===== src/shared/prs_pkg.sv =====
/*
 * Package for the power and reset sequencer: timing constants, state
 * enumeration and the user-side carrier structs.
 * Assumes a single system clock of CLK_SYS_MHZ and no software bus.
 */
package prs_pkg;

    localparam int unsigned CLK_SYS_MHZ      = 20;
    localparam int unsigned CLK_PERIOD_NS    = 1000 / CLK_SYS_MHZ;

    // Times as printed
    localparam int unsigned EXT_DELAY_US     = 5;
    localparam int unsigned EXT_HOLD_MS      = 2;
    localparam int unsigned GOOD_LOW_MIN_US  = 4;
    localparam int unsigned GOOD_HIGH_MIN_NS = 625;

    // Cycle counts; least times round up, the approximate delay rounds down
    localparam int unsigned EXT_DELAY_CYC    = (EXT_DELAY_US * 1000) / CLK_PERIOD_NS;
    localparam int unsigned EXT_HOLD_CYC     = (EXT_HOLD_MS * 1000000 + CLK_PERIOD_NS - 1) / CLK_PERIOD_NS;
    localparam int unsigned GOOD_LOW_CYC     = (GOOD_LOW_MIN_US * 1000 + CLK_PERIOD_NS - 1) / CLK_PERIOD_NS;
    localparam int unsigned GOOD_HIGH_CYC    = (GOOD_HIGH_MIN_NS + CLK_PERIOD_NS - 1) / CLK_PERIOD_NS;

    localparam int unsigned PARK_CYC         = 16;
    localparam int unsigned CNT_W            = 16;
    localparam int unsigned FLT_W            = 8;

    localparam logic        RESET_OUT_VAL    = 1'b0;

    typedef enum logic [2:0] {
        PRS_ST_PON_HELD,
        PRS_ST_RUN,
        PRS_ST_DELAY,
        PRS_ST_PARK,
        PRS_ST_HELD,
        PRS_ST_HOLD
    } prs_state_t;

    // Software side controls
    typedef struct packed {
        logic sw_release;
        logic sw_force;
        logic int_reset;
    } prs_ctrl_t;

    // Status returned to the controller
    typedef struct packed {
        logic park_req;
        logic ctrl_reset;
        logic good_active;
        logic awaiting_release;
    } prs_stat_t;

endpackage


===== src/prs_sequencer.sv =====
/*
 * Power and reset sequencer: supervises power-on sense and supply-ok
 * warning, requests mirror park and controller reset, and drives the
 * active-low external reset pin with a software release.
 * Assumes an external monitor drives both inputs; software controls
 * arrive as synchronous levels and pulses on CTRL.
 */
`timescale 1ns/1ns
// Behaviour
// [RULE1] Sense low drives reset pin low immediately
// [RULE2] After sense high, hold until software release
// [RULE3] Fault or internal reset asserts pin ~5us
// [RULE4] Pin low at least 2ms after release
// [RULE5] Software control forces pin independently
// [RULE6] Supply-ok high permits leaving reset
// [RULE7] Monitor warns 0.5ms, keeps sense high
// [RULE8] Supply-ok low 4us: park then reset
// [RULE9] Stay in reset while supply-ok low
// [RULE10] Monitor holds supply-ok high normally
// [RULE11] Supply-ok active after 625ns high
// [RULE12] Monitor holds sense low on undervoltage
// [RULE13] Synchronise inputs before duration filters
module prs_sequencer #(
    parameter int unsigned HOLD_CYC = prs_pkg::EXT_HOLD_CYC
) (
    input  wire logic          CLK_SYS,
    input  wire logic          RESET_N,
    input  wire logic          POWER_ON_SENSE_IN,
    input  wire logic          SUPPLY_OK_WARN_IN,
    input  wire prs_pkg::prs_ctrl_t CTRL,
    output logic               EXT_RESET_N_OUT,
    output prs_pkg::prs_stat_t STAT
);
    import prs_pkg::*;

    typedef struct packed {
        prs_state_t       state;
        logic [CNT_W-1:0] cnt;
        logic             ext_n;
        prs_stat_t        stat;
    } prs_seq_t;

    prs_seq_t seq_reg;
    prs_seq_t seq_next;
    logic     sense_sync;
    logic     good_sync;
    logic     good_q;

    // Sense is not filtered: its low must act at once
    prs_filter #(.RISE_CYC(1), .FALL_CYC(1), .CW(FLT_W)) u_sense (
        .CLK_SYS  (CLK_SYS),
        .RESET_N  (RESET_N),
        .raw_in   (POWER_ON_SENSE_IN),
        .sync_out (sense_sync),
        .qual_out ()
    );

    // [RULE11] Qualify high 625ns
    // [RULE8] Glitch filter low
    prs_filter #(.RISE_CYC(GOOD_HIGH_CYC), .FALL_CYC(GOOD_LOW_CYC), .CW(FLT_W)) u_good (
        .CLK_SYS  (CLK_SYS),
        .RESET_N  (RESET_N),
        .raw_in   (SUPPLY_OK_WARN_IN),
        .sync_out (good_sync),
        .qual_out (good_q)
    );

    always_comb begin
        seq_next                  = seq_reg;
        seq_next.stat.good_active = good_q;
        seq_next.stat.park_req    = 1'b0;
        if (seq_reg.cnt != '0) begin
            seq_next.cnt = seq_reg.cnt - CNT_W'(1);
        end
        unique case (seq_reg.state)
            PRS_ST_PON_HELD: begin
                seq_next.ext_n = RESET_OUT_VAL;
                // [RULE2] Await software release
                if (sense_sync && good_q && CTRL.sw_release) begin
                    seq_next.state = PRS_ST_HOLD;
                    seq_next.cnt   = CNT_W'(HOLD_CYC);
                end
            end
            PRS_ST_RUN: begin
                // [RULE5] Software drives pin
                seq_next.ext_n           = ~CTRL.sw_force;
                seq_next.stat.ctrl_reset = 1'b0;
                // [RULE3] Start delayed assertion
                if (!good_q || CTRL.int_reset) begin
                    seq_next.state = PRS_ST_DELAY;
                    seq_next.cnt   = CNT_W'(EXT_DELAY_CYC - 1);
                end
            end
            PRS_ST_DELAY: begin
                // [RULE8] Park request
                seq_next.stat.park_req = (seq_reg.cnt == CNT_W'(EXT_DELAY_CYC - 1)) && !good_q;
                if (seq_reg.cnt == '0) begin
                    seq_next.ext_n           = RESET_OUT_VAL;
                    seq_next.stat.ctrl_reset = 1'b1;
                    seq_next.state           = good_q ? PRS_ST_HELD : PRS_ST_PARK;
                    seq_next.cnt             = CNT_W'(PARK_CYC);
                end
            end
            PRS_ST_PARK: begin
                // Park window after controller reset is asserted, before the held state
                if (seq_reg.cnt == '0) begin
                    seq_next.state = PRS_ST_HELD;
                end
            end
            PRS_ST_HELD: begin
                seq_next.ext_n = RESET_OUT_VAL;
                // [RULE9] Hold while supply low
                if (good_q && CTRL.sw_release) begin
                    seq_next.state = PRS_ST_HOLD;
                    seq_next.cnt   = CNT_W'(HOLD_CYC);
                end
            end
            PRS_ST_HOLD: begin
                // [RULE4] Minimum hold time
                seq_next.ext_n = RESET_OUT_VAL;
                if (!good_q) begin
                    seq_next.state = PRS_ST_HELD;
                end else if (seq_reg.cnt == '0) begin
                    // [RULE6] Good permits exit
                    seq_next.state           = PRS_ST_RUN;
                    seq_next.ext_n           = ~CTRL.sw_force;
                    seq_next.stat.ctrl_reset = 1'b0;
                end
            end
        endcase
        // [RULE1] Sense low overrides
        if (!sense_sync) begin
            seq_next.state           = PRS_ST_PON_HELD;
            seq_next.ext_n           = RESET_OUT_VAL;
            seq_next.stat.ctrl_reset = 1'b1;
            seq_next.cnt             = '0;
        end
        seq_next.stat.awaiting_release = (seq_next.state == PRS_ST_PON_HELD) || (seq_next.state == PRS_ST_HELD);
    end

    always_ff @(posedge CLK_SYS) begin
        if (!RESET_N) begin
            seq_reg.state <= PRS_ST_PON_HELD;
            seq_reg.cnt   <= '0;
            seq_reg.ext_n <= RESET_OUT_VAL;
            seq_reg.stat  <= '{park_req: 1'b0, ctrl_reset: 1'b1, good_active: 1'b0, awaiting_release: 1'b1};
        end else begin
            seq_reg <= seq_next;
        end
    end

    assign EXT_RESET_N_OUT = seq_reg.ext_n;
    assign STAT            = seq_reg.stat;

    // Check-only counters: long spans are counted here, since repetitions get unrolled
    logic [CNT_W-1:0] chk_dly_cnt;
    logic [CNT_W-1:0] chk_hold_cnt;

    // [RULE3] Delay window observer
    always_ff @(posedge CLK_SYS) begin
        if (!RESET_N) begin
            chk_dly_cnt <= '0;
        end else if (!sense_sync) begin
            chk_dly_cnt <= '0;
        end else if (seq_reg.state == PRS_ST_RUN && CTRL.int_reset && !CTRL.sw_force) begin
            chk_dly_cnt <= CNT_W'(EXT_DELAY_CYC);
        end else if (chk_dly_cnt != '0) begin
            chk_dly_cnt <= chk_dly_cnt - CNT_W'(1);
        end
    end

    // [RULE4] Low time since release
    always_ff @(posedge CLK_SYS) begin
        if (!RESET_N) begin
            chk_hold_cnt <= '0;
        end else if (seq_reg.stat.awaiting_release || EXT_RESET_N_OUT) begin
            chk_hold_cnt <= '0;
        end else if (chk_hold_cnt != '1) begin
            chk_hold_cnt <= chk_hold_cnt + CNT_W'(1);
        end
    end

    property p_sense_low;
        @(posedge CLK_SYS) disable iff (!RESET_N)
        !sense_sync |=> !EXT_RESET_N_OUT;
    endproperty
    a_sense_low: assert property (p_sense_low) else $error("Reset pin high while sense low"); // [RULE1]

    property p_no_self_release;
        @(posedge CLK_SYS) disable iff (!RESET_N)
        (seq_reg.state == PRS_ST_PON_HELD && !CTRL.sw_release) |=> !EXT_RESET_N_OUT;
    endproperty
    a_no_self_release: assert property (p_no_self_release) else $error("Reset released without software"); // [RULE2]

    property p_delay;
        @(posedge CLK_SYS) disable iff (!RESET_N)
        (chk_dly_cnt != '0) |-> EXT_RESET_N_OUT;
    endproperty
    a_delay: assert property (p_delay) else $error("Reset pin asserted before delay"); // [RULE3]

    property p_delay_end;
        @(posedge CLK_SYS) disable iff (!RESET_N)
        (chk_dly_cnt == CNT_W'(1)) |-> ##2 !EXT_RESET_N_OUT;
    endproperty
    a_delay_end: assert property (p_delay_end) else $error("Reset pin not asserted after delay"); // [RULE3]

    property p_hold;
        @(posedge CLK_SYS) disable iff (!RESET_N)
        $rose(EXT_RESET_N_OUT) |-> $past(seq_reg.state) == PRS_ST_HOLD || $past(seq_reg.state) == PRS_ST_RUN;
    endproperty
    a_hold: assert property (p_hold) else $error("Reset released without hold"); // [RULE4]

    property p_hold_len;
        @(posedge CLK_SYS) disable iff (!RESET_N)
        ($rose(EXT_RESET_N_OUT) && $past(seq_reg.state) == PRS_ST_HOLD) |-> chk_hold_cnt >= CNT_W'(HOLD_CYC);
    endproperty
    a_hold_len: assert property (p_hold_len) else $error("Reset hold shorter than minimum"); // [RULE4]

    property p_force;
        @(posedge CLK_SYS) disable iff (!RESET_N)
        (seq_reg.state == PRS_ST_RUN && CTRL.sw_force) |=> !EXT_RESET_N_OUT;
    endproperty
    a_force: assert property (p_force) else $error("Software force ignored"); // [RULE5]

    property p_good_exit;
        @(posedge CLK_SYS) disable iff (!RESET_N)
        (seq_reg.state == PRS_ST_HOLD && !good_q) |=> seq_reg.state != PRS_ST_RUN;
    endproperty
    a_good_exit: assert property (p_good_exit) else $error("Left reset without supply ok"); // [RULE6]

    property p_held;
        @(posedge CLK_SYS) disable iff (!RESET_N)
        (seq_reg.state == PRS_ST_HELD && !good_q) |=> seq_reg.state == PRS_ST_HELD || seq_reg.state == PRS_ST_PON_HELD;
    endproperty
    a_held: assert property (p_held) else $error("Left held state while supply low"); // [RULE9]

    property p_good_rise;
        @(posedge CLK_SYS) disable iff (!RESET_N)
        $rose(good_q) |-> $past(good_sync, 12);
    endproperty
    a_good_rise: assert property (p_good_rise) else $error("Supply ok qualified too soon"); // [RULE11]

endmodule


===== src/prs_filter.sv =====
/*
 * Synchroniser and minimum-duration qualifier for one supervision input.
 * Assumes the input may be asynchronous to CLK_SYS.
 */
`timescale 1ns/1ns
module prs_filter #(
    parameter int unsigned RISE_CYC = 1,
    parameter int unsigned FALL_CYC = 1,
    parameter int unsigned CW       = 8
) (
    input  wire logic CLK_SYS,
    input  wire logic RESET_N,
    input  wire logic raw_in,
    output logic      sync_out,
    output logic      qual_out
);
    import prs_pkg::*;

    typedef struct packed {
        logic          s1;
        logic          s2;
        logic          q;
        logic [CW-1:0] cnt;
    } prs_flt_t;

    prs_flt_t st_reg;
    prs_flt_t st_next;

    // [RULE13] Sync then filter
    always_comb begin
        st_next    = st_reg;
        st_next.s1 = raw_in;
        st_next.s2 = st_reg.s1;
        if (st_reg.s2 == st_reg.q) begin
            st_next.cnt = '0;
        end else if (st_reg.cnt >= CW'(((st_reg.q ? FALL_CYC : RISE_CYC)) - 1)) begin
            st_next.q   = st_reg.s2;
            st_next.cnt = '0;
        end else begin
            st_next.cnt = st_reg.cnt + CW'(1);
        end
    end

    always_ff @(posedge CLK_SYS) begin
        if (!RESET_N) begin
            st_reg <= '0;
        end else begin
            st_reg <= st_next;
        end
    end

    assign sync_out = st_reg.s2;
    assign qual_out = st_reg.q;

endmodule


===== config.mk =====
export PLATFORM = sky130hd
export DESIGN_NAME = prs_sequencer
export DESIGN_NICKNAME = d
export VERILOG_FILES = /design/src/shared/prs_pkg.sv /design/src/prs_sequencer.sv /design/src/prs_filter.sv
export SDC_FILE = /design/constraint.sdc
export NUM_CORES = 1
export LEC_CHECK = 0
export BUFFER_PORTS_ARGS = -buffer_cell sky130_fd_sc_hd__buf_2
export CAP_MARGIN = 20
export CORE_ASPECT_RATIO = 1.25
export CORE_MARGIN = 2
export CORE_UTILIZATION = 30
export CTS_CLUSTER_SIZE = 20
export DETAILED_ROUTE_END_ITERATION = 12
export RECOVER_POWER = 100
export SETUP_SLACK_MARGIN = 0.2
export SYNTH_ARGS = -nofsm -noshare
export SYNTH_HDL_FRONTEND = slang
export SYNTH_SLANG_ARGS = --single-unit

===== constraint.sdc =====
create_clock -name CLK_SYS -period 3.1 [get_ports CLK_SYS]
set_clock_uncertainty 0.15 [all_clocks]
set_input_delay 0.155 -clock CLK_SYS [delete_from_list [all_inputs] [get_ports CLK_SYS]]
set_output_delay 0.155 -clock CLK_SYS [all_outputs]
set_load 0.005 [all_outputs]

==> metrics.cfg <==
[critical_path]
critPathMaxFanout = 8
r2r-end = seq_reg[19]$_SDFF_PN0_
r2r_cells = 7
crit_path_start_kind = flop
worst-r2r-setup-slack_ns = 0.49
cp.arrival_ns = 2.61
worstPathRequired_ns = 3.10
rr_startpoint = seq_reg[5]$_SDFF_PN0_
cp-end-kind = flop
critPathKind = flop to flop

[floorplan]
initial_core_util = 0.3139
ios = 12
die_w_um = 76.31
core_um2 = 6246
die-area_um2 = 7202
die_height_um = 94.39
rows = 32

[cts]
cts_resized = 0
clock_sink_count = 37
cts_buffer_depth = 2
cts_setup_buffers = 0
ctsHoldBuffers = 2
numCtsBuffers = 5
clk_latency_ns = 0.29
cts_tree = built
cts.reportedPaths.clkPinSlew_ns = 0.08
cts_root_buf = clkbuf_8
htree_levels = 2

[global_route]
grt_usage = 0.1217
grt_pass1_wl_mm = 7.044
grt_start_max_net_pins = 17
overflow = 0
grt_pass1_vias = 1543
antenna_found_initial = 0

[finish]
largest_reg_flops = 19
antenna_cells = 0
drive_gt1_frac = 0.08197
finalNetCount = 259
syn_to_final_growth_pct = 9.445

[sta]
setup_slack_ns = 0.4914
finalCritPeriodShare = 0.8415
slew_headroom = 0.5566
rsz0062_at_grt = no
hold_viol = 0
max_freq_mhz = 383.3
slew_viol_final = 0
finalSetupViolCount = 0
min_period_ns = 2.609
finalSetupTns_ns = 0
worst_slew_pin_slew_ns = 0.6644

[worst_hold_path]
hold_depth = 3
worstHoldStart = CTRL[0]
whs_endpoint = seq_reg[22]$_SDFF_PN0_
hold_class = primary input to flop

[yosys]
synth_area_um2 = 1961
synth_top_cell_by_area = dfxtp_1
ys_ff_latch = 37
async_flop_share = 0
syn-num-nets = 249
synth-seq-area-share = 0.3778
synth.top_cells.by_count = 37 x dfxtp_1, 30 x nor2_1, 15 x nand2_1, 15 x nor3_1, 14 x a21oi_1
synth.area.top_cells = dfxtp_1 38%, nor2_1 5.7%, ha_1 4.5%
synth_cells = 235
avgSynthCellArea_um2 = 8.343
synth_edf_count = 0
synth.distinct_cells = 48
synth.most_common_cell = dfxtp_1
synth_warnings = 0
yosys_most_used_dff = dfxtp_1
yosysTopAreaCellShare = 0.3778

[routing]
drc = 0
final_antenna_net_count = 0
vias_per_cell = 5.012
drt_iter0_markers = 115
wl_per_cell_um = 12.47
drt_wl_total_mm = 4.103
num_vias = 1649
drt_pass1_iterations = 4

[pwr]
switching_share = 0.2128
clockPowerShare = 0.384
powerDensity_nw_per_um2 = 374.8
power_frac_comb = 0.020
switchingPower_mw = 0.1712
seq_power_share = 0.596
ir_drop_v = 0.0002880
p_int_mw = 0.6331
p_leak_nw = 0.8267

[place]
dp.final_hpwl_mm = 3.006
finalWeightedCongestion = 0.7895
place_ws_ns = 0.5195
portBuffers = 11

[run_status]
status = completed

[flow_run]
max_cap_viol_count = 0

critical path, cell delays in order (launching register included):
cell	delay, ns
dfxtp_1	0.35
inv_1	0.09
ha_1	0.22
or3b_1	0.50
nor4_4	0.49
nor2_1	0.07
o21ai_1	0.48
nor2_1	0.10
cell families after synthesis:
logic type / count (synthesis) / synth area share
mux: 1 / 0.005106
flops: 37 / 0.3778
compound gates: 43 / 0.1366
xor+xnor: 16 / 0.07148
fa+ha+maj: 7 / 0.04467
buf+inv: 19 / 0.04849
simple gates: 112 / 0.3159
metal layers:
metal	GRT usage	vias to the layer above	share of wire
met4	0.07121	0	0.024
met3	0.03250	9	0.033
met5	0	-	0
met2	0.1947	25	0.46
li1	-	855	-
met1	0.1480	760	0.48
power groups by stage:
stage | sequential, mW | clock, mW | combinational (mW)
2_1_floorplan | 0.490 | 0 | 0.00666
6_report | 0.479 | 0.309 | 0.0163
5_1_grt | 0.480 | 0.334 | 0.0186
4_1_cts | 0.479 | 0.319 | 0.0165
3_5_place_dp | 0.490 | 0 | 0.0147
3_3_place_gp | 0.490 | 0 | 0.0148
cells in the final DEF (no fill, tap or decap), drive strengths merged, types with 5 or more instances in the layout:
cell,count
nor2,30
buf,11
xnor2,8
or4,5
nor4,6
ha,7
and2,6
a21oi,14
xor2,8
nor3,15
nand2,15
dfxtp,37
clkbuf,7
inv,7
o21ai,12
nand3,8
cell type report:
type / count / area (um^2)
fillers: 688 / 4100
multi-input cells: 179 / 1112
flip-flops and latches: 37 / 740.7
well taps: 85 / 106.4
repair buffers: 15 / 86.33
clock buffers: 5 / 68.82
inverters: 7 / 26.28
clock inverters: 1 / 5.005
through the flow:
stage	util	power, mW	hold WS, ns	std cells	cell area, um^2
floorplan	-	0.4966	0.1267	235	1961
global placement	0.3311	0.5051	0.2148	321	2068
detailed placement	0.3311	0.5051	0.2149	321	2068
CTS	0.3462	0.8147	0.04694	329	2162
global route	0.3436	0.8319	0.07180	329	2146
finish	0.3436	0.8043	0.04584	329	2146
worst max path at each step:
stage / startpoint / endpoint / slack [ns] / cells after the start
after floorplan: seq_reg[5]$_SDFF_PN0_ / seq_reg[10]$_SDFF_PN0_ / 0.82 / 9
after global placement: seq_reg[5]$_SDFF_PN0_ / seq_reg[12]$_SDFF_PN0_ / 0.55 / 7
after detailed placement: seq_reg[5]$_SDFF_PN0_ / seq_reg[13]$_SDFF_PN0_ / 0.52 / 7
after CTS: seq_reg[5]$_SDFF_PN0_ / seq_reg[13]$_SDFF_PN0_ / 0.49 / 7
after global routing: seq_reg[5]$_SDFF_PN0_ / seq_reg[13]$_SDFF_PN0_ / 0.30 / 7
final: seq_reg[5]$_SDFF_PN0_ / seq_reg[19]$_SDFF_PN0_ / 0.49 / 7
No activity file was read; power rests on OpenSTA's default activity.
